### src/wol_pkg.sv
// package: register map, field positions and timing for the wake-on-lan receive block
package wol_pkg;
    // register indices as printed; byte address is four times the index
    localparam logic [8:0] IDX_CONFIG = 9'h134;
    localparam logic [8:0] IDX_STATUS = 9'h135;
    localparam logic [8:0] IDX_MATCH0 = 9'h136;
    localparam logic [8:0] IDX_MATCH1 = 9'h137;
    localparam logic [8:0] IDX_MATCH2 = 9'h138;
    localparam logic [8:0] IDX_PASS0 = 9'h139;
    localparam logic [8:0] IDX_PASS1 = 9'h13a;
    localparam logic [8:0] IDX_PASS2 = 9'h13b;
    localparam int ADDR_W = 11;
    // configuration fields
    localparam int B_CLEAR = 11;
    localparam int B_WIDTH_LO = 9;
    localparam int B_FORM = 8;
    localparam int B_ENH = 7;
    localparam int B_PASS_EN = 5;
    localparam int B_UCAST = 4;
    localparam int B_BCAST = 2;
    localparam int B_PATTERN = 1;
    localparam int B_MAGIC = 0;
    localparam logic [15:0] CONFIG_RESET = 16'h0004;
    localparam logic [15:0] CONFIG_WMASK = 16'h07b7;
    // status fields
    localparam int S_SFD = 7;
    localparam int S_CRC = 6;
    localparam int S_PFAIL = 5;
    localparam int S_UCAST = 4;
    localparam int S_BCAST = 2;
    localparam int S_PATTERN = 1;
    localparam int S_MAGIC = 0;
    // pulse widths in 125 MHz cycles, selected by the two-bit width field
    localparam int PULSE_W0 = 8;
    localparam int PULSE_W1 = 16;
    localparam int PULSE_W2 = 32;
    localparam int PULSE_W3 = 64;
    localparam int OUT_CLK_MHZ = 125;
    localparam int CLK_MHZ = 40;
    localparam int CNT_W = 7;
    typedef enum logic [1:0] {WOL_IDLE, WOL_PULSE, WOL_LEVEL} wol_state_t;
endpackage

### src/wol_word_regs.sv
// small memory of 16-bit words for match value and password, registered read
module wol_word_regs #(
    parameter int WORDS = 6
) (
    input wire logic clk,
    input wire logic nrst,
    input wire logic wr_en,
    input wire logic [2:0] wr_idx,
    input wire logic [15:0] wr_data,
    input wire logic [2:0] rd_idx,
    output logic [15:0] rd_data,
    output logic [16*WORDS-1:0] all_words
);
    if (WORDS < 1 || WORDS > 8) begin : g_bad_words
        $error("wol_word_regs: WORDS out of range");
    end
    logic [15:0] mem [WORDS];
    genvar g;
    generate
        for (g = 0; g < WORDS; g++) begin : g_word
            always_ff @(posedge clk or negedge nrst) begin
                if (!nrst) begin
                    mem[g] <= 16'h0000;
                end else if (wr_en && wr_idx == 3'(g)) begin
                    mem[g] <= wr_data;
                end
            end
            assign all_words[16*g +: 16] = mem[g];
        end
    endgenerate
    always_ff @(posedge clk or negedge nrst) begin
        if (!nrst) begin
            rd_data <= 16'h0000;
        end else begin
            rd_data <= (32'(rd_idx) < WORDS) ? mem[rd_idx] : 16'h0000;
        end
    end
endmodule

### src/wol_rx_wake.sv
// wake-on-lan receive configuration, status and wake output shaping
// Functional notes
// (RULE1) a form bit in the configuration selects a held level or a timed pulse on the wake output.
// (RULE2) in pulse form the width is 8, 16, 32 or 64 cycles of 125 MHz per the two-bit width field.
// (RULE3) writing one to the clear bit drops a level-form output, the bit reads back zero, and it does nothing in pulse form.
// (RULE4) the enhanced-receive enable turns on wake detection, crc checking and the time-stamp indication.
// (RULE5) with the password enable set, a magic packet wakes only if its password matches the stored one.
// (RULE6) the unicast enable lets a valid unicast frame raise a wake event.
// (RULE7) the broadcast enable lets a valid broadcast frame raise a wake event and is set after reset.
// (RULE8) the pattern enable lets a pattern-matching frame raise a wake event.
// (RULE9) the magic enable lets a valid magic packet raise a wake event.
// (RULE10) each receive-status flag sets on its event, holds until read and is cleared by the read.
// (RULE11) the 48-bit magic password is three writable 16-bit words, bits 47:32 in the highest.
// (RULE12) a 48-bit match value in three words is compared with the destination address of frames.
// (RULE13) in level form the output rises on the first enabled event and holds until cleared.
// (RULE14) with the enhanced-receive enable low no wake event is made at all.
//
// Added by the designer: the Avalon-MM register port.
module wol_rx_wake
    import wol_pkg::*;
#(
    parameter int PASS_W = 48
) (
    input wire logic CLK,
    input wire logic NRST,
    input wire logic [wol_pkg::ADDR_W-1:0] AVS_ADDRESS,
    input wire logic AVS_READ,
    input wire logic AVS_WRITE,
    input wire logic [31:0] AVS_WRITEDATA,
    input wire logic [3:0] AVS_BYTEENABLE,
    output logic [31:0] AVS_READDATA,
    output logic AVS_WAITREQUEST,
    input wire logic RX_FRAME_END,
    input wire logic RX_UNICAST,
    input wire logic RX_BROADCAST,
    input wire logic RX_PATTERN_HIT,
    input wire logic RX_MAGIC,
    input wire logic [47:0] RX_MAGIC_PASSWORD,
    input wire logic [47:0] RX_DEST_ADDR,
    input wire logic RX_CRC_BAD,
    input wire logic RX_SFD_BAD,
    output logic WAKE_OUT,
    output logic DEST_MATCH,
    output logic CRC_CHECK_EN,
    output logic STAMP_IND_EN
);
    import wol_pkg::*;

    // ****************************************
    // elaboration checks
    // ****************************************
    if (PASS_W != 48) begin : g_bad_pass
        $error("wol_rx_wake: PASS_W must be 48");
    end
    // the longest pulse must still fit the down-counter
    if ((PULSE_W3 * CLK_MHZ + OUT_CLK_MHZ - 1) / OUT_CLK_MHZ >= 2 ** CNT_W) begin : g_bad_cnt
        $error("wol_rx_wake: pulse counter too narrow");
    end

    // ****************************************
    // pulse timing
    // ****************************************
    // a 125 MHz cycle count becomes 40 MHz cycles, rounded up so no pulse is short
    function automatic logic [CNT_W-1:0] pulse_cycles(input logic [1:0] sel);
        int n;
        n = (sel == 2'h0) ? PULSE_W0 : (sel == 2'h1) ? PULSE_W1 :
            (sel == 2'h2) ? PULSE_W2 : PULSE_W3;
        n = (n * CLK_MHZ + OUT_CLK_MHZ - 1) / OUT_CLK_MHZ;
        return CNT_W'(n < 1 ? 1 : n);
    endfunction

    function automatic logic [2:0] word_of(input logic [8:0] idx);
        return 3'(idx - IDX_MATCH0);
    endfunction

    // ****************************************
    // bus slave
    // ****************************************
    logic [15:0] config_reg;
    logic [7:0] status_reg;
    logic ack;
    logic [8:0] idx;
    logic addr_ok;
    logic in_words;
    logic acc;
    logic wr_cfg;
    logic rd_sts;
    logic wr_words;
    logic [15:0] wdata16;
    logic [15:0] word_rd;
    logic [95:0] words;
    logic [47:0] match_value;
    logic [47:0] password;

    assign idx = AVS_ADDRESS[ADDR_W-1:2];
    assign addr_ok = AVS_ADDRESS[1:0] == 2'h0;
    assign in_words = idx >= IDX_MATCH0 && idx <= IDX_PASS2;
    // waitrequest is high until the one-cycle ack; the request is taken at the ack edge
    assign acc = (AVS_READ || AVS_WRITE) && ack;
    assign wdata16 = AVS_WRITEDATA[15:0];
    assign wr_cfg = acc && AVS_WRITE && addr_ok && idx == IDX_CONFIG;
    assign rd_sts = acc && AVS_READ && addr_ok && idx == IDX_STATUS;
    assign wr_words = acc && AVS_WRITE && addr_ok && in_words && AVS_BYTEENABLE[1:0] == 2'h3;
    assign match_value = words[47:0];
    assign password = words[95:48];

    // ****************************************
    // wait states
    // ****************************************
    // a word-store read waits one cycle more: the store's read register is only filled
    // at the first edge that sees the request, so its data reach the bus one edge later
    logic slow_rd;
    logic held;
    logic go;
    assign slow_rd = AVS_READ && addr_ok && in_words;
    assign go = (AVS_READ || AVS_WRITE) && !ack && (!slow_rd || held);

    always_ff @(posedge CLK or negedge NRST) begin
        if (!NRST) begin
            held <= 1'b0;
        end else begin
            held <= slow_rd && !ack && !held;
        end
    end

    always_ff @(posedge CLK or negedge NRST) begin
        if (!NRST) begin
            ack <= 1'b0;
        end else begin
            ack <= go;
        end
    end

    always_ff @(posedge CLK or negedge NRST) begin
        if (!NRST) begin
            AVS_WAITREQUEST <= 1'b1;
        end else begin
            AVS_WAITREQUEST <= !go;
        end
    end

    // RULE11 RULE12: both 48-bit values share one word store, lowest word first
    wol_word_regs #(.WORDS(6)) u_words (
        .clk(CLK),
        .nrst(NRST),
        .wr_en(wr_words),
        .wr_idx(word_of(idx)),
        .wr_data(wdata16),
        .rd_idx(word_of(idx)),
        .rd_data(word_rd),
        .all_words(words)
    );

    // read data are loaded at the edge that drops waitrequest and hold until the next read;
    // word reads take theirs from the store's read register, which was filled one edge earlier
    always_ff @(posedge CLK or negedge NRST) begin
        if (!NRST) begin
            AVS_READDATA <= 32'h0000_0000;
        end else if (AVS_READ && !ack && !slow_rd) begin
            if (!addr_ok) begin
                AVS_READDATA <= 32'h0000_0000;
            end else if (idx == IDX_CONFIG) begin
                AVS_READDATA <= {16'h0000, config_reg};
            end else if (idx == IDX_STATUS) begin
                AVS_READDATA <= {24'h000000, status_reg};
            end else begin
                AVS_READDATA <= 32'h0000_0000;
            end
        end else if (AVS_READ && held) begin
            AVS_READDATA <= {16'h0000, word_rd};
        end
    end

    // ****************************************
    // configuration
    // ****************************************
    logic [15:0] next_config;
    always_comb begin
        next_config = config_reg;
        next_config[B_CLEAR] = 1'b0; // RULE3
        if (wr_cfg) begin
            if (AVS_BYTEENABLE[0]) begin
                next_config[7:0] = wdata16[7:0] & CONFIG_WMASK[7:0];
            end
            if (AVS_BYTEENABLE[1]) begin
                next_config[15:8] = wdata16[15:8] & CONFIG_WMASK[15:8];
                next_config[B_CLEAR] = wdata16[B_CLEAR];
            end
        end
    end

    always_ff @(posedge CLK or negedge NRST) begin
        if (!NRST) begin
            config_reg <= CONFIG_RESET; // RULE7
        end else begin
            config_reg <= next_config;
        end
    end

    logic enh;
    assign enh = config_reg[B_ENH];

    // ****************************************
    // frame classification
    // ****************************************
    logic pass_ok;
    logic magic_valid;
    logic pass_fail;
    logic wake_event;
    assign pass_ok = RX_MAGIC_PASSWORD == password;
    assign magic_valid = RX_MAGIC && (!config_reg[B_PASS_EN] || pass_ok); // RULE5
    assign pass_fail = RX_MAGIC && config_reg[B_PASS_EN] && !pass_ok; // RULE5
    assign wake_event = enh && RX_FRAME_END && ( // RULE4 RULE14
        (config_reg[B_UCAST] && RX_UNICAST) || // RULE6
        (config_reg[B_BCAST] && RX_BROADCAST) || // RULE7
        (config_reg[B_PATTERN] && RX_PATTERN_HIT) || // RULE8
        (config_reg[B_MAGIC] && magic_valid)); // RULE9

    always_ff @(posedge CLK or negedge NRST) begin
        if (!NRST) begin
            DEST_MATCH <= 1'b0;
        end else if (RX_FRAME_END) begin
            DEST_MATCH <= RX_DEST_ADDR == match_value; // RULE12
        end
    end

    always_ff @(posedge CLK or negedge NRST) begin
        if (!NRST) begin
            CRC_CHECK_EN <= 1'b0;
            STAMP_IND_EN <= 1'b0;
        end else begin
            CRC_CHECK_EN <= next_config[B_ENH]; // RULE4
            STAMP_IND_EN <= next_config[B_ENH]; // RULE4
        end
    end

    // ****************************************
    // status flags
    // ****************************************
    logic [7:0] sts_set;
    always_comb begin
        sts_set = 8'h00;
        if (enh && RX_FRAME_END) begin
            sts_set[S_MAGIC] = magic_valid;
            sts_set[S_PATTERN] = RX_PATTERN_HIT;
            sts_set[S_BCAST] = RX_BROADCAST;
            sts_set[S_UCAST] = RX_UNICAST;
            sts_set[S_PFAIL] = pass_fail;
            sts_set[S_CRC] = RX_CRC_BAD;
            sts_set[S_SFD] = RX_SFD_BAD;
        end
    end

    // a read clears only the flags it returned: one set after the data were captured,
    // or in the clearing cycle itself, stays for the next read
    always_ff @(posedge CLK or negedge NRST) begin
        if (!NRST) begin
            status_reg <= 8'h00;
        end else begin
            status_reg <= (rd_sts ? status_reg & ~AVS_READDATA[7:0] : status_reg) | sts_set; // RULE10
        end
    end

    // ****************************************
    // wake output
    // ****************************************
    wol_state_t state;
    logic [CNT_W-1:0] pulse_cnt;

    always_ff @(posedge CLK or negedge NRST) begin
        if (!NRST) begin
            state <= WOL_IDLE;
            pulse_cnt <= '0;
            WAKE_OUT <= 1'b0;
        end else begin
            unique case (state)
                WOL_IDLE: begin
                    if (wake_event && config_reg[B_FORM]) begin
                        state <= WOL_LEVEL; // RULE1 RULE13
                        WAKE_OUT <= 1'b1;
                    end else if (wake_event) begin
                        state <= WOL_PULSE; // RULE1
                        pulse_cnt <= pulse_cycles(config_reg[10:B_WIDTH_LO]) - 1'b1; // RULE2
                        WAKE_OUT <= 1'b1;
                    end
                end
                WOL_PULSE: begin
                    if (pulse_cnt == '0) begin
                        state <= WOL_IDLE;
                        WAKE_OUT <= 1'b0;
                    end else begin
                        pulse_cnt <= pulse_cnt - 1'b1; // RULE2
                    end
                end
                WOL_LEVEL: begin
                    // further events are ignored; only the clear bit releases it
                    if (config_reg[B_CLEAR] && config_reg[B_FORM]) begin
                        state <= WOL_IDLE; // RULE3 RULE13
                        WAKE_OUT <= 1'b0;
                    end
                end
                default: begin
                    state <= WOL_IDLE;
                    WAKE_OUT <= 1'b0;
                end
            endcase
        end
    end
endmodule

### config.mk
export PLATFORM = sky130hd
export DESIGN_NAME = wol_rx_wake
export DESIGN_NICKNAME = d
export VERILOG_FILES = /design/src/wol_pkg.sv /design/src/wol_word_regs.sv /design/src/wol_rx_wake.sv
export SDC_FILE = /design/constraint.sdc
export NUM_CORES = 1
export LEC_CHECK = 0
export BUFFER_PORTS_ARGS = -buffer_cell sky130_fd_sc_hd__buf_2
export CAP_MARGIN = 20
export CORE_UTILIZATION = 35
export DETAILED_ROUTE_END_ITERATION = 6
export SLEW_MARGIN = 25
export SYNTH_ARGS = -nofsm -noshare
export SYNTH_HDL_FRONTEND = slang
export SYNTH_SLANG_ARGS = --single-unit
### constraint.sdc
create_clock -name CLK -period 2.14 [get_ports CLK]
set_clock_uncertainty 0.05 [all_clocks]
set_input_delay 0.428 -clock CLK [delete_from_list [all_inputs] [get_ports CLK]]
set_output_delay 0.428 -clock CLK [all_outputs]
set_load 0.005 [all_outputs]
# --- Yosys cells after proc, flatten, opt, wreduce, memory -nomap -nowiden ---
# Index checks and enable logic that the tools add are counted.
totals:
  ff_bits: 177
  latchBits: 0
  ramBits: 0
  rom_bits: 0
  in_bits: 154
  output_inout_bits: 37
  word_cells: 148
  n_memories: 0
classes:
  n_addsub: 5
  multipliers: 1
  n_div: 1
  n_lt_le_gt_ge: 5
  eq_ne: 20
  n_shift: 0
  mux: 33
  bitwise: 4
  n_reduce_logical: 59
ops:
  columns: ["operator", "n"]
  rows:
  - ["2-to-1 mux 32 bit", 4]
  - ["equality test 48 bit", 2]
  - ["2-to-1 mux 7 bit", 7]
  - ["binary-select mux 16 bit (select 3 bit)", 1]
  - ["2-to-1 mux 16 bit", 3]
  - ["logical AND 1 bit", 36]
  - ["divider 32 x 8 -> 32 bit (second input constant)", 1]
  - ["< comparator 32 x 2 -> 1 bit (second input constant)", 1]
  - ["2-to-1 mux 8 bit", 3]
  - ["equality test 9 bit (second input constant)", 2]
  - ["subtractor 14 x 1 -> 15 bit (second input constant)", 1]
  - ["adder 13 x 7 -> 14 bit (second input constant)", 1]
  - ["one-hot mux 7 bit (2 select lines)", 1]
  - ["subtractor 7 x 1 -> 7 bit (second input constant)", 2]
  - ["2-to-1 mux 12 bit", 1]
  - ["multiplier 7 x 3 -> 10 bit (second input constant)", 1]
  - ["inequality test 2 bit (second input constant)", 5]
  - ["greater-or-equal comparator 9 bit (second input constant)", 1]
  - ["<= comparator 9 bit (second input constant)", 1]
  - ["bitwise AND 8 bit", 1]
  - ["2-to-1 mux 2 bit", 4]
  - ["2-to-1 mux 4 bit", 2]
  - ["inverter 8 bit", 1]
  - ["bitwise OR 8 bit", 1]
  - ["23 further kinds", 45]

# --- Logic depth before layout (Yosys ltp) ---
# Gate-level depths: netlist of the first run.
depth:
  word_depth: 14
  depth_mapped: 12

# --- By module ---
# From an unflattened synthesis of the first run, not the netlist that was laid out.
unflattened:
  hier_cells: 738
  hier_area_um2: 8659.6
modules_own_cells:
  columns: ["module", "n_inst", "cells_per_inst", "area_each_um2", "seq_area_each_um2"]
  rows:
  - ["wol_word_regs", 1, 319, 4908.5, 2802.7]
  - ["wol_rx_wake", 1, 419, 3751.1, 1203.7]

# --- Worst setup path after synthesis of the first run ---
# Ideal clock, no wire load.
synth_path:
  kind: "input -> register"
  from: "input port AVS_ADDRESS[3] (netlist name)"
  to: "register u_words.mem (netlist bit u_words.all_words[67])"
  setup_time_ps: 125
  arrival_ps: 2189
  required_ps: 1965
  path_slack_ps: -224
  path_stages: 8
  path_cell_list: "inv_2 -> ha_1 -> clkbuf_1 -> nor2_1 -> nand2_1 -> nor2_2 -> buf_2 -> mux2_2"
synth_between:
  elab_chain_len: 5
  word_cells_on_any_way: 8
synth_rtl:
  columns: ["item", "line", "text"]
  rows:
  - ["start: declaration", "wol_rx_wake.sv:26", "input wire logic [wol_pkg::ADDR_W-1:0] AVS_ADDRESS,"]
  - ["greater-or-equal comparator 9 bit / <= comparator 9 bit (equally long branches)", "wol_rx_wake.sv:97", "assign in_words = idx >= IDX_MATCH0 && idx <= IDX_PASS2;"]
  - ["logical AND 1 bit", "wol_rx_wake.sv:97", null]
  - ["logical AND 1 bit (2 in a row)", "wol_rx_wake.sv:103", "assign wr_words = acc && AVS_WRITE && addr_ok && in_words && AVS_BYTEENABLE[1:0] == 2'h3;"]
  - ["logical AND 1 bit *", "wol_word_regs.sv:24", "end else if (wr_en && wr_idx == 3'(g)) begin"]
  - ["end signal: indexed assignment", "wol_word_regs.sv:25", "mem[g] <= wr_data;"]
  - ["end: declaration", "wol_word_regs.sv:17", "logic [15:0] mem [WORDS];"]
# Every way passes the cells marked *; elsewhere a longest branch is shown, timed or not.
# A chain may end at the register's enable or synchronous reset.

# --- Worst setup path in the final report of the first run ---
layout_path:
  from: "register u_words.mem (netlist bit u_words.all_words[83])"
  to: "register pulse_cnt[0]"
layout_between:
  elab_chain_len: 9
  word_cells_on_any_way: 10
layout_rtl:
  columns: ["item", "line", "text"]
  rows:
  - ["equality test 48 bit *", "wol_rx_wake.sv:210", "assign pass_ok = RX_MAGIC_PASSWORD == password;"]
  - ["logical OR 1 bit *", "wol_rx_wake.sv:211", "assign magic_valid = RX_MAGIC && (!config_reg[B_PASS_EN] || pass_ok);"]
  - ["logical AND 1 bit *", "wol_rx_wake.sv:211", null]
  - ["logical AND 1 bit *", "wol_rx_wake.sv:217", "(config_reg[B_MAGIC] && magic_valid));"]
  - ["logical OR 1 bit *", "wol_rx_wake.sv:216", "(config_reg[B_PATTERN] && RX_PATTERN_HIT) ||"]
  - ["logical AND 1 bit *", "wol_rx_wake.sv:213", "assign wake_event = enh && RX_FRAME_END && ("]
  - ["logical AND 1 bit", "wol_rx_wake.sv:278", "if (wake_event && config_reg[B_FORM]) begin"]
  - ["inequality test 2 bit (no source line)", null, null]
  - ["AND reduction 4 bit (no source line) *", null, null]
  - ["end signal: assignment", "wol_rx_wake.sv:283", "pulse_cnt <= pulse_cycles(config_reg[10:B_WIDTH_LO]) - 1'b1;"]
  - ["end signal: assignment", "wol_rx_wake.sv:292", "pulse_cnt <= pulse_cnt - 1'b1;"]
  - ["end: declaration", "wol_rx_wake.sv:268", "logic [CNT_W-1:0] pulse_cnt;"]
# Marks and branches as above.

==> summary.txt, run 1 <==
Synth
  • Post-synthesis instance total: 735
  • Fraction of synthesis flops using an asynchronous set or reset pin: 100%
  • Predominant post-synthesis flop cell: sky130_fd_sc_hd__dfrtp_1
  • Syn Area/Cell: 11.7 µm²
  • Cell area after synthesis: 8630 µm²
  • Number of flip-flops and latches in the synthesized netlist: 160
  • Library cells used by synthesis: 64
  • Number of enable flip-flop cells after synthesis: 0
  • Count of synthesis-stage warnings from yosys: 0
  • Share of the yosys chip area belonging to registers: 46.4%

CTS
  • Clk slew on worst S/H paths: 60 ps
  • Clock root cell: sky130_fd_sc_hd__clkbuf_16
  • Clock latency of the later-clocked register in the worst-skew pair: around 430 ps
  • Worst-case clock buffer depth: 2
  • Number of buffers created by CTS: 17
  • CTS H-tree lvls: 4
  • Num Clock Sinks: 160
  • Clock tree from TritonCTS: yes

Finish
  • Final std cell area, no fill: 11500 µm²
  • # fillers: around 2300
  • Max reg flops: 96
  • Area grow syn2layout: 33.1%
  • Nets: approximately 1200
  • Non-filler cells, final: 1333
  • Fraction of layout instances using a drive strength above 1: 47.6%
  • Commonest non-fill, non-tap cell in the layout: sky130_fd_sc_hd__dfrtp_1
  • Highest-count cells in the layout ignoring fill and taps: sky130_fd_sc_hd__dfrtp_1, sky130_fd_sc_hd__buf_2, sky130_fd_sc_hd__buf_4, sky130_fd_sc_hd__mux2_2, sky130_fd_sc_hd__xor2_1

Timing
  • Number of failing hold endpoints at the final stage: 0
  • Final critical delay including setup and external delays: approximately 2400 ps
  • Peak clock frequency supported by timing: 0.418 GHz
  • Count of final setup violators: 11
  • Setup TNS: -1530 ps
  • Worst Setup Slack, final: -250 ps
  • Unrepaired setup endpoints after global routing: yes
  • Tightest slew margin relative to the limit: 64.1%
  • Final-report max-slew violation count: 0
  • Tcrit/Tclk final: 112%
  • Slew at the pin with the worst max-slew slack: 539 ps

Placement
  • Worst setup slack before clock tree synthesis: -723 ps
  • Placed standard-cell area: 10600 µm²
  • Hpwl dp: 20300 µm
  • Count of port buffers added during placement: 156
  • Routability Congestion: ~0.85
  • Total placed cells including tap cells: ~1300

Global routing
  • Global-route wire length before repair: 39800 µm
  • Initial antenna violation count: 2
  • Maximum number of pins on one net before global-route repair: 52
  • Total global routing overflow: 0
  • Overall routing resource usage: 20.8%
  • Number of global-route vias before repair: 6887

Die
  • Initial Util: 35.6%
  • Number of rows in the core area: 57
  • Die outline height: 159 µm
  • Die extent in x: 159 µm
  • Floorplan die area: 25300 µm²
  • Top-level I/O count: 191
  • Core Footprint: 24200 µm²

Power and ir drop
  • Design internal power: ~0.0053 W
  • Gate power share: 9.4%
  • Max IR drop VDD: 0.000427 V
  • Net switching share of the total power: between 20% and 30%
  • Share of power burned in the clock network: a little under half
  • Register share of total power: around 45%
  • Total leakage power: 5.74 nW
  • Switching power summed over all nets: 0.00165 W
  • Total design power: approximately 0.0069 W
  • Power per Cell Area: approximately 600 nW/µm²

Detailed routing
  • Average vias per placed instance: 5.07
  • Final ANT Viol Nets: 0
  • Initial drt markers: 431
  • Total Wirelength: 26100 µm
  • DRC: 0
  • Detailed-routing iteration count for the pre-antenna-repair pass: 5
  • Average detailed-routed wire length per instance: 19.6 µm
  • Total via count after detailed routing: 6760

Outcome
  • Violations in the final reports: setup timing
  • Result of the run: finished with violations

Critical path
  • Ordered cell list for the critical path: xor2_1 > nor4_1 > nand4_1 > nor4_4 > buf_4 > o21a_1 > nor2_2 > inv_2 > mux2_4
  • Critical Path Fanout Max: 2
  • Library cell contributing the largest single delay on the critical path: sky130_fd_sc_hd__dfrtp_1
  • Slowest Stage Delay on Critical Path: approximately 380 ps
  • Type of element launching the critical path: flip-flop
  • WP data arrival: 2650 ps
  • Data required, critical path: 2400 ps
  • Crit. End Element: flip-flop
  • Crit Path Category: flip-flop to flip-flop

Min path
  • Class of the most critical hold timing path: input pin to flip-flop

Run
  • MaxCap Viol Count: 0
## metal layers
layer | GRT usage, % | vias up | share of wire (%)
li1 | - | 3163 | -
met1 | 27.2 | 3358 | 44
met2 | 34.4 | 202 | 49
met3 | 4.04 | 35 | 4.5
met4 | 7.43 | 2 | 2.5
met5 | 0 | - | 0.065
## cells in the mapped netlist, types with 11 or more instances
| master | count | area (µm²) |
|---|---|---|
| sky130_fd_sc_hd__xor2_1 | 58 | 508 |
| sky130_fd_sc_hd__nand3_1 | 17 | 85.1 |
| sky130_fd_sc_hd__nor2_1 | 41 | 154 |
| sky130_fd_sc_hd__mux2_2 | 110 | 1240 |
| sky130_fd_sc_hd__a21oi_1 | 16 | 80.1 |
| sky130_fd_sc_hd__a22oi_1 | 16 | 120 |
| sky130_fd_sc_hd__inv_1 | 23 | 86.3 |
| sky130_fd_sc_hd__nand2_1 | 37 | 139 |
| sky130_fd_sc_hd__xnor2_1 | 25 | 219 |
| sky130_fd_sc_hd__mux4_2 | 16 | 360 |
| sky130_fd_sc_hd__o21ai_0 | 23 | 115 |
| sky130_fd_sc_hd__a31oi_1 | 11 | 68.8 |
| sky130_fd_sc_hd__clkbuf_1 | 14 | 52.6 |
| sky130_fd_sc_hd__mux2_4 | 11 | 165 |
| sky130_fd_sc_hd__dfrtp_1 | 158 | 3950 |
| sky130_fd_sc_hd__nor4_1 | 20 | 125 |
| sky130_fd_sc_hd__nand4_1 | 11 | 68.8 |
| sky130_fd_sc_hd__buf_4 | 18 | 135 |
| sky130_fd_sc_hd__ha_1 | 12 | 150 |
## per-stage QoR
step                utilization [%]  hold slack (ps)
floorplan                         -             82.4
global placement               43.8              370
detailed placement             43.8              371
CTS                            46.6              163
global route                   47.4              196
finish                         47.4              176
## power by group through the flow
stage | sequential [W] | clock [W] | combinational, W
final | 0.00310 | 0.00316 | 0.000645
after floorplan | 0.00315 | 0 | 0.000241
after global placement | 0.00315 | 0 | 0.000641
after detailed placement | 0.00315 | 0 | 0.000643
after CTS | 0.00310 | 0.00320 | 0.000648
after global routing | 0.00310 | 0.00333 | 0.000704
## repair_timing
action | in CTS | in global routing
gates cloned | 0 | 2
pin swaps | 16 | 6
setup buffers | 1 | 4
hold endpoints to repair | 44 | 0
endpoints found under the setup margin | 12 | 42
hold buffers | 1 | 0
gates resized for setup | 11 | 24
## worst max-delay path, delay by kind of cell (launching register included)
kind / cells / cell delay, ps
AO/OA/AOI/OAI: 1 / 130
XOR/XNOR: 1 / 210
buffers and inverters: 2 / 230
flip-flops: 1 / 380
multiplexers: 1 / 290
AND/OR/NAND/NOR: 4 / 980
## cell type report
class,instances,area [µm²],area share (%)
antenna,1,2.50,0.0218
inverter,24,92.6,0.806
timing repair buffer,271,1770,15.4
sequential,160,4010,34.9
clock inverter,9,133,1.15
multi-input combinational,523,4600,40.1
clock buffer,21,470,4.09
tap,324,405,3.53
## kinds of logic after synthesis
| group | share of synthesized area (%) |
|---|---|
| mux | 20.9 |
| flops | 46.4 |
| compound gates | 8.04 |
| simple gates | 10.2 |
| xor+xnor | 8.42 |
| other cells | 0.0434 |
| buf+inv | 4.23 |
| fa+ha+maj | 1.74 |
## path summary, 6_finish.rpt
kind	slack, ps	startpoint	cells after the start	to
min in group asynchronous	460	NRST	2	pulse_cnt[2]
hold reg to reg	440	AVS_READDATA[3]	1	status_reg[3]
max in group asynchronous	900	NRST	3	config_reg[2]
setup reg to reg	-250	u_words.all_words[83]	9	pulse_cnt[0]
setup / recovery	-250	u_words.all_words[83]	9	pulse_cnt[0]
hold / removal	180	RX_CRC_BAD	2	status_reg[6]
Note: power is estimated with default switching activity, not from simulation.
==> run 2: changes to the inputs <==
--- a/config.mk
+++ b/config.mk
@@ -12,4 +12,5 @@
 export SLEW_MARGIN = 25
 export SYNTH_ARGS = -nofsm -noshare
 export SYNTH_HDL_FRONTEND = slang
+export SYNTH_HIERARCHICAL = 1
 export SYNTH_SLANG_ARGS = --single-unit
==> run 2 against run 1 <==
- the run still ends with setup timing left
- non-clock buffer count rose by 16
- register-to-register slack worse by 110 ps
- fmax down 4.5%
- sequential cell count unchanged
- worst hold slack better by 16 ps
- sequential share of layout area up 0.21 points
- die area is 0.29% higher
- synthesized cell count is 0.41% higher
- combinational power increased by 14%
- critical path type unchanged
==> summary.txt, run 2 <==
Outcome
  • Result of the run: finished with violations
  • Violations in the final reports: setup timing

Die
  • Top-level I/O count: 191
  • Floorplan die area: 25400 µm²
  • Core Footprint: 24300 µm²
  • Die extent in x: 159 µm
  • Initial Util: 35.6%
  • Number of rows in the core area: 57
  • Die outline height: 159 µm

Detailed routing
  • Initial drt markers: ~330
  • Total Wirelength: 26600 µm
  • Detailed-routing iteration count for the pre-antenna-repair pass: 4
  • DRC: 0
  • Average vias per placed instance: 5.01
  • Total via count after detailed routing: approximately 6800
  • Average detailed-routed wire length per instance: 19.7 µm
  • Final ANT Viol Nets: 0

Global routing
  • Initial antenna violation count: 0
  • Global-route wire length before repair: roughly 41000 µm
  • Total global routing overflow: 0
  • Overall routing resource usage: 21.5%
  • Number of global-route vias before repair: 7013
  • Maximum number of pins on one net before global-route repair: 67

Min path
  • Class of the most critical hold timing path: input pin to flip-flop

Synth
  • Fraction of post-synthesis cell area in the top cell type by area: 45.7%
  • Cell area after synthesis: 8660 µm²
  • Leading cell type by number of instances after synthesis: sky130_fd_sc_hd__dfrtp_1
  • Number of enable flip-flop cells after synthesis: 0
  • Post-synth top cells: sky130_fd_sc_hd__dfrtp_1, sky130_fd_sc_hd__mux2_2, sky130_fd_sc_hd__xor2_1, sky130_fd_sc_hd__mux2i_1, sky130_fd_sc_hd__nand2_1
  • Syn Area/Cell: 11.7 µm²
  • Largest cells by area after synthesis: sky130_fd_sc_hd__dfrtp_1, sky130_fd_sc_hd__mux2_2, sky130_fd_sc_hd__xor2_1
  • Cell type contributing the most total cell area after synthesis: sky130_fd_sc_hd__dfrtp_1
  • Library cells used by synthesis: 65
  • Count of synthesis-stage warnings from yosys: 6
  • Post-synthesis instance total: 738
  • Fraction of synthesis flops using an asynchronous set or reset pin: 100%
  • Number of flip-flops and latches in the synthesized netlist: 160
  • Share of the yosys chip area belonging to registers: a little under half
  • Predominant post-synthesis flop cell: sky130_fd_sc_hd__dfrtp_1

CTS
  • Clock tree from TritonCTS: yes
  • Clk slew on worst S/H paths: 60 ps
  • Number of buffers created by CTS: 17
  • Clock root cell: sky130_fd_sc_hd__clkbuf_16
  • Worst-case clock buffer depth: 2
  • Num Clock Sinks: 160
  • CTS H-tree lvls: 4
  • Clock latency of the later-clocked register in the worst-skew pair: 420 ps

Finish
  • Nets: 1177
  • FF+latch area: 4010 µm²
  • Commonest non-fill, non-tap cell in the layout: sky130_fd_sc_hd__dfrtp_1
  • Area grow syn2layout: 31.8%
  • # fillers: 2280
  • Final std cell area, no fill: 11400 µm²
  • Multi-input gate area: 4430 µm²
  • Fraction of layout instances using a drive strength above 1: 44.0%
  • Highest-count cells in the layout ignoring fill and taps: sky130_fd_sc_hd__dfrtp_1, sky130_fd_sc_hd__buf_2, sky130_fd_sc_hd__buf_4, sky130_fd_sc_hd__mux2_2, sky130_fd_sc_hd__xor2_1
  • Max reg flops: 96

Power and ir drop
  • Register share of total power: 43.9%
  • Total design power: 0.00709 W
  • Switching power summed over all nets: 0.00170 W
  • Design internal power: 0.00540 W
  • Gate power share: 10.3%
  • Share of power burned in the clock network: 45.7%
  • Power per Cell Area: 621 nW/µm²
  • Total leakage power: 5.83 nW
  • Max IR drop VDD: 0.000427 V
  • Net switching share of the total power: between 20% and 30%

Critical path
  • WP data arrival: around 2800 ps
  • Type of element launching the critical path: flip-flop
  • Critical Path Fanout Max: 5
  • Data required, critical path: 2400 ps
  • Crit Path Category: flip-flop to flip-flop
  • Crit. End Element: flip-flop

Placement
  • Count of port buffers added during placement: 156
  • Hpwl dp: 20900 µm
  • Placed standard-cell area: 10700 µm²
  • Routability Congestion: 0.871

Timing
  • Setup TNS: -2710 ps
  • Peak clock frequency supported by timing: 0.400 GHz
  • Unrepaired setup endpoints after global routing: yes
  • Final-report max-slew violation count: 0
  • Tightest slew margin relative to the limit: 57.6%
  • Number of failing hold endpoints at the final stage: 0
  • Slew at the pin with the worst max-slew slack: 630 ps
  • Tcrit/Tclk final: 117%
  • Final critical delay including setup and external delays: 2500 ps
  • Hold_ws: 192 ps
  • Count of final setup violators: 10
  • Worst Setup Slack, final: -362 ps

Run
  • MaxCap Viol Count: 0
run 2: cell count changes after synthesis, moves of 9 or more:
cell / previous run / this run
sky130_fd_sc_hd__o21ai_0: 23 / 33
sky130_fd_sc_hd__a22oi_1: 16 / 7
sky130_fd_sc_hd__mux2i_1: 3 / 54
sky130_fd_sc_hd__mux4_2: 16 / 0
sky130_fd_sc_hd__nor2_1: 41 / 20
sky130_fd_sc_hd__mux2_2: 110 / 94
sky130_fd_sc_hd__o32a_1: 0 / 16
run 2: area by class of cell:
| type | count | area share (%) |
|---|---|---|
| clock buffer | 20 | 4.00 |
| timing repair buffer | 287 | 16.3 |
| inverter | 24 | 0.789 |
| tap | 324 | 3.55 |
| antenna | 1 | 0.0219 |
| multi-input combinational | 522 | 38.8 |
| sequential | 160 | 35.1 |
| clock inverter | 10 | 1.40 |
run 2: worst max-delay path, cell delays in order (launching register included):
cell,delay (ps)
sky130_fd_sc_hd__dfrtp_1,420
sky130_fd_sc_hd__xor2_2,170
sky130_fd_sc_hd__nor4_2,320
sky130_fd_sc_hd__buf_4,170
sky130_fd_sc_hd__nand4_1,140
sky130_fd_sc_hd__o31ai_4,410
sky130_fd_sc_hd__a41o_4,310
sky130_fd_sc_hd__a21oi_4,90
sky130_fd_sc_hd__mux2_4,320
run 2: cells by family after synthesis:
group,share of synthesized area [%]
AOI/OAI and AO/OA,9.35
other,0.0433
buffers and inverters,4.54
DFF,46.3
adders and majority gates,1.59
muxes,20.5
and+or+nand+nor,9.17
xor gates and xnor gates,8.50
run 2: path summary, 6_finish.rpt:
path                                       start                    end  slack (ps)  cells past startpoint
max                        u_words/all_words[50]           pulse_cnt[0]        -360                      8
min                                   RX_SFD_BAD          status_reg[7]         190                      2
max reg2reg                u_words/all_words[50]           pulse_cnt[0]        -360                      8
min reg2reg                        status_reg[5]          status_reg[5]         450                      1
max in group asynchronous                   NRST          config_reg[2]        1020                      3
min in group asynchronous                   NRST  u_words/all_words[76]         370                      2
run 2: metal layers:
metal	track usage (%)	share of wire [%]	vias to the layer above
li1	-	-	3192
met3	3.78	4.8	13
met5	0	0	-
met4	4.41	0.79	0
met1	29.7	46	3330
met2	35.6	48	221
run 2: power by group through the flow:
stage	clock network (W)	registers, W	logic (W)
4_1_cts	0.00328	0.00312	0.000738
3_3_place_gp	0	0.00317	0.000728
6_report	0.00324	0.00312	0.000734
5_1_grt	0.00341	0.00312	0.000797
2_1_floorplan	0	0.00317	0.000287
3_5_place_dp	0	0.00317	0.000730
run 2: through the flow:
| stage | std cells | setup WS [ps] | utilization, % |
|---|---|---|---|
| 2_1_floorplan | 753 | -182 | - |
| 3_3_place_gp | 1310 | -560 | 43.9 |
| 3_5_place_dp | 1310 | -582 | 43.9 |
| 4_1_cts | 1345 | -285 | 46.8 |
| 5_1_grt | 1347 | -409 | 46.9 |
| 6_report | 1348 | -362 | 46.9 |
run 2: what timing repair did:
| action | CTS | global route |
|---|---|---|
| gates resized for setup | 8 | 4 |
| hold endpoints to repair | 18 | 0 |
| endpoints found under the setup margin | 11 | 11 |
| gates cloned | 0 | 0 |
| pin swaps | 11 | 12 |
| hold buffers | 1 | 0 |
| setup buffers | 4 | 4 |
==> run 3: changes to the inputs <==
--- a/config.mk
+++ b/config.mk
@@ -5,6 +5,7 @@
 export SDC_FILE = /design/constraint.sdc
 export NUM_CORES = 1
 export LEC_CHECK = 0
+export ABC_AREA = 1
 export BUFFER_PORTS_ARGS = -buffer_cell sky130_fd_sc_hd__buf_2
 export CAP_MARGIN = 20
 export CORE_UTILIZATION = 35
==> run 3 against run 2 <==
- the flow finishes with violations (DRC)
- critical endpoint is now pulse_cnt[2]
- fmax rose by 27%
- combinational power rose by 9.0%
- global-route usage fell by 0.36 points
- cell area rose by 1.2%
- register-to-register slack improved by 530 ps
- largest cell class unchanged
- total power fell by 1.0%
- sequential power barely moved
- routed wire length rose by 7.5%
- via count rose by 28%
==> summary.txt, run 3 <==
Outcome
  • Violations in the final reports: DRC
  • Result of the run: finished with violations

Global routing
  • Global-route wire length before repair: 44600 µm
  • Most used routing layer: met2
  • Overall routing resource usage: 21.2%
  • Total global routing overflow: 0
  • Number of global-route vias before repair: 8055
  • Maximum number of pins on one net before global-route repair: 53
  • Initial antenna violation count: 0
  • GRT met3 Usage: about 3.5%
  • GRT met1 Usage: 29.2%
  • Fraction of met2 tracks used by global routing: 33.7%

Die
  • Top-level I/O count: between 150 and 200
  • Die outline height: 166 µm
  • Initial Util: 35.9%
  • Die extent in x: 166 µm
  • Core Footprint: 26200 µm²
  • Floorplan die area: 27500 µm²
  • Number of rows in the core area: between 50 and 60

Synth
  • Share of the yosys chip area belonging to registers: a little over two fifths
  • Cell area after synthesis: about 9400 µm²
  • Number of enable flip-flop cells after synthesis: 0
  • Predominant post-synthesis flop cell: sky130_fd_sc_hd__dfrtp_1
  • Fraction of synthesis flops using an asynchronous set or reset pin: 100%
  • Leading cell type by number of instances after synthesis: sky130_fd_sc_hd__nand2_1
  • Number of flip-flops and latches in the synthesized netlist: 160
  • Cell type contributing the most total cell area after synthesis: sky130_fd_sc_hd__dfrtp_1
  • Largest cells by area after synthesis: sky130_fd_sc_hd__dfrtp_1, sky130_fd_sc_hd__nand2_1, sky130_fd_sc_hd__inv_1
  • Syn Area/Cell: 7.37 µm²
  • Post-synthesis instance total: 1277
  • Library cells used by synthesis: 52
  • Fraction of post-synthesis cell area in the top cell type by area: a little over two fifths
  • Post-synth top cells: sky130_fd_sc_hd__nand2_1, sky130_fd_sc_hd__inv_1, sky130_fd_sc_hd__dfrtp_1, sky130_fd_sc_hd__o21ai_0, sky130_fd_sc_hd__nand3_1
  • Count of synthesis-stage warnings from yosys: 6

Critical path
  • Cell count of the worst reg-to-reg path: 13
  • Crit. End Element: flip-flop
  • Most prevalent standard cell on the critical path: sky130_fd_sc_hd__nand2_1
  • Startpoint of the worst-slack reg-to-reg timing path: u_words/all_words[53]
  • Capturing point of the worst reg2reg path: pulse_cnt[2]
  • Slowest Stage Delay on Critical Path: 450 ps
  • Critical Path Fanout Max: 8
  • Data required, critical path: 2460 ps
  • Type of element launching the critical path: flip-flop
  • Ordered cell list for the critical path: xnor2_1 > nand2_1 > nor2_1 > nand2_1 > nor2_4 > nand3_4 > nand2_2 > nand3_2 > nand2_2 > nand3_4 > nand2_4 > nand2_1 > nand2_1
  • Register-to-register setup slack: 170 ps
  • Library cell contributing the largest single delay on the critical path: sky130_fd_sc_hd__dfrtp_2
  • WP data arrival: 2290 ps
  • Crit Path Category: flip-flop to flip-flop

Power and ir drop
  • Power per Cell Area: 608 nW/µm²
  • Max IR drop VDD: 0.000554 V
  • Total leakage power: around 6.0 nW
  • Total design power: 0.00702 W

Detailed routing
  • Average detailed-routed wire length per instance: 15.8 µm
  • Detailed-routing iteration count for the pre-antenna-repair pass: 7
  • DRC: 13
  • Average vias per placed instance: 4.75
  • Total Wirelength: approximately 29000 µm
  • Initial drt markers: 767
  • Total via count after detailed routing: between 8000 and 9000
  • Final ANT Viol Nets: 0

Placement
  • Placed standard-cell area: 10800 µm²
  • Count of port buffers added during placement: approximately 160
  • Hpwl dp: 21500 µm
  • Routability Congestion: between 0.9 and 1

Timing
  • Tcrit/Tclk final: between 90% and 100%
  • Number of failing hold endpoints at the final stage: 0
  • Final-report max-slew violation count: 0
  • Tightest slew margin relative to the limit: 59.3%
  • Slew at the pin with the worst max-slew slack: 611 ps
  • Setup TNS: 0 ps
  • Count of final setup violators: 0
  • Peak clock frequency supported by timing: 0.507 GHz
  • Final critical delay including setup and external delays: 1970 ps

Finish
  • Nets: between 1500 and 2000
  • Area grow syn2layout: 22.8%
  • Highest-count cells in the layout ignoring fill and taps: sky130_fd_sc_hd__nand2_1, sky130_fd_sc_hd__inv_1, sky130_fd_sc_hd__buf_2, sky130_fd_sc_hd__dfrtp_1, sky130_fd_sc_hd__o21ai_0
  • Final std cell area, no fill: ~12000 µm²
  • Fraction of layout instances using a drive strength above 1: 20.8%
  • Max reg flops: between 90 and 100
  • Number of inserted diodes: 0
  • Final design utilization: 44.1%
  • Commonest non-fill, non-tap cell in the layout: sky130_fd_sc_hd__nand2_1

Min path
  • Class of the most critical hold timing path: input pin to flip-flop
  • Min-Delay Startpoint: RX_CRC_BAD
  • Destination of the worst hold path: status_reg[6]
  • Cell depth of the worst hold path: 3

CTS
  • Number of buffers created by CTS: 17
  • CTS H-tree lvls: 4
  • Clock root cell: sky130_fd_sc_hd__clkbuf_16
  • Num Clock Sinks: 160
  • Worst-case clock buffer depth: 2
  • Clk slew on worst S/H paths: 60 ps
  • Clock latency of the later-clocked register in the worst-skew pair: 430 ps
  • Clock tree from TritonCTS: yes

Run
  • MaxCap Viol Count: 0
## run 3: cell types whose count changed after synthesis, sizes merged, moves of 17 or more
cell,before,now
nand2,37,442
a21oi,19,2
buf,35,52
nor2,21,54
xor2,63,12
nand3,10,89
o21ai,34,127
inv,24,207
mux2,106,0
mux2i,54,10
## run 3: critical path: cells and delay by family (launching register included)
family | cells | cell delay (ps)
flip-flops | 1 | 450
AND/OR/NAND/NOR | 12 | 1250
XOR/XNOR | 1 | 180
## run 3: power breakdown
group	internal [W]	switching (W)	total, W
combinational	0.000307	0.000494	0.000800
clock	0.00181	0.00126	0.00307
sequential	0.00310	0.0000490	0.00315
## run 3: kinds of logic (layout without fill, tap and decap cells)
| logic type | Yosys count | in the layout | synth area share [%] |
|---|---|---|---|
| xor gates and xnor gates | 48 | 48 | 4.47 |
| AOI/OAI and AO/OA | 166 | 166 | 10.4 |
| adders and majority gates | 11 | 11 | 1.46 |
| DFF | 160 | 160 | 42.6 |
| buffers and inverters | 265 | 452 | 12.3 |
| and+or+nand+nor | 616 | 616 | 27.8 |
| other | 1 | 16 | 0.0399 |
| muxes | 10 | 10 | 1.06 |
## run 3: metrics by stage
stage,cells,hold WS [ps],setup slack (ps)
after floorplan,1292,82.4,171
after global placement,1778,357,-168
after detailed placement,1778,361,-202
after CTS,1810,152,44.9
after global routing,1814,156,-22.1
final,1814,160,168
## run 3: worst max-delay path by stage
stage / from / end / slack, ps / cells after the start
after floorplan: AVS_ADDRESS[1] / u_words/all_words[53] / 170 / 11
after global placement: AVS_ADDRESS[1] / u_words/all_words[55] / -170 / 12
after detailed placement: AVS_ADDRESS[1] / u_words/all_words[27] / -200 / 12
after CTS: u_words/all_words[53] / pulse_cnt[2] / 40 / 13
after global routing: u_words/all_words[57] / pulse_cnt[3] / -20 / 13
final: u_words/all_words[53] / pulse_cnt[2] / 170 / 13
## run 3: metal layers
layer,vias up,part of all wire (%),routed length (µm)
li1,4329,-,-
met1,3971,46,13100
met2,274,46,13200
met3,44,5.3,1520
met4,0,2.5,727
met5,-,0,0
## run 3: layout make-up
cell class                      instances  area (µm²)
Sequential cell                       160        4010
Multi-Input combinational cell        867        4400
Clock buffer                           23         478
Tap cell                              335         419
Timing Repair Buffer                  213        1360
Clock inverter                          8         105
Inverter                              208         786
Fill cell                            2676       14700
## run 3: timing repair
item                                   4_1_cts  5_1_grt
endpoints found under the hold margin       44        0
hold buffers                                 1        0
setup endpoints to repair                   13       73
pin swaps                                    0       13
resized for setup                            4       27
setup buffers                                0        4
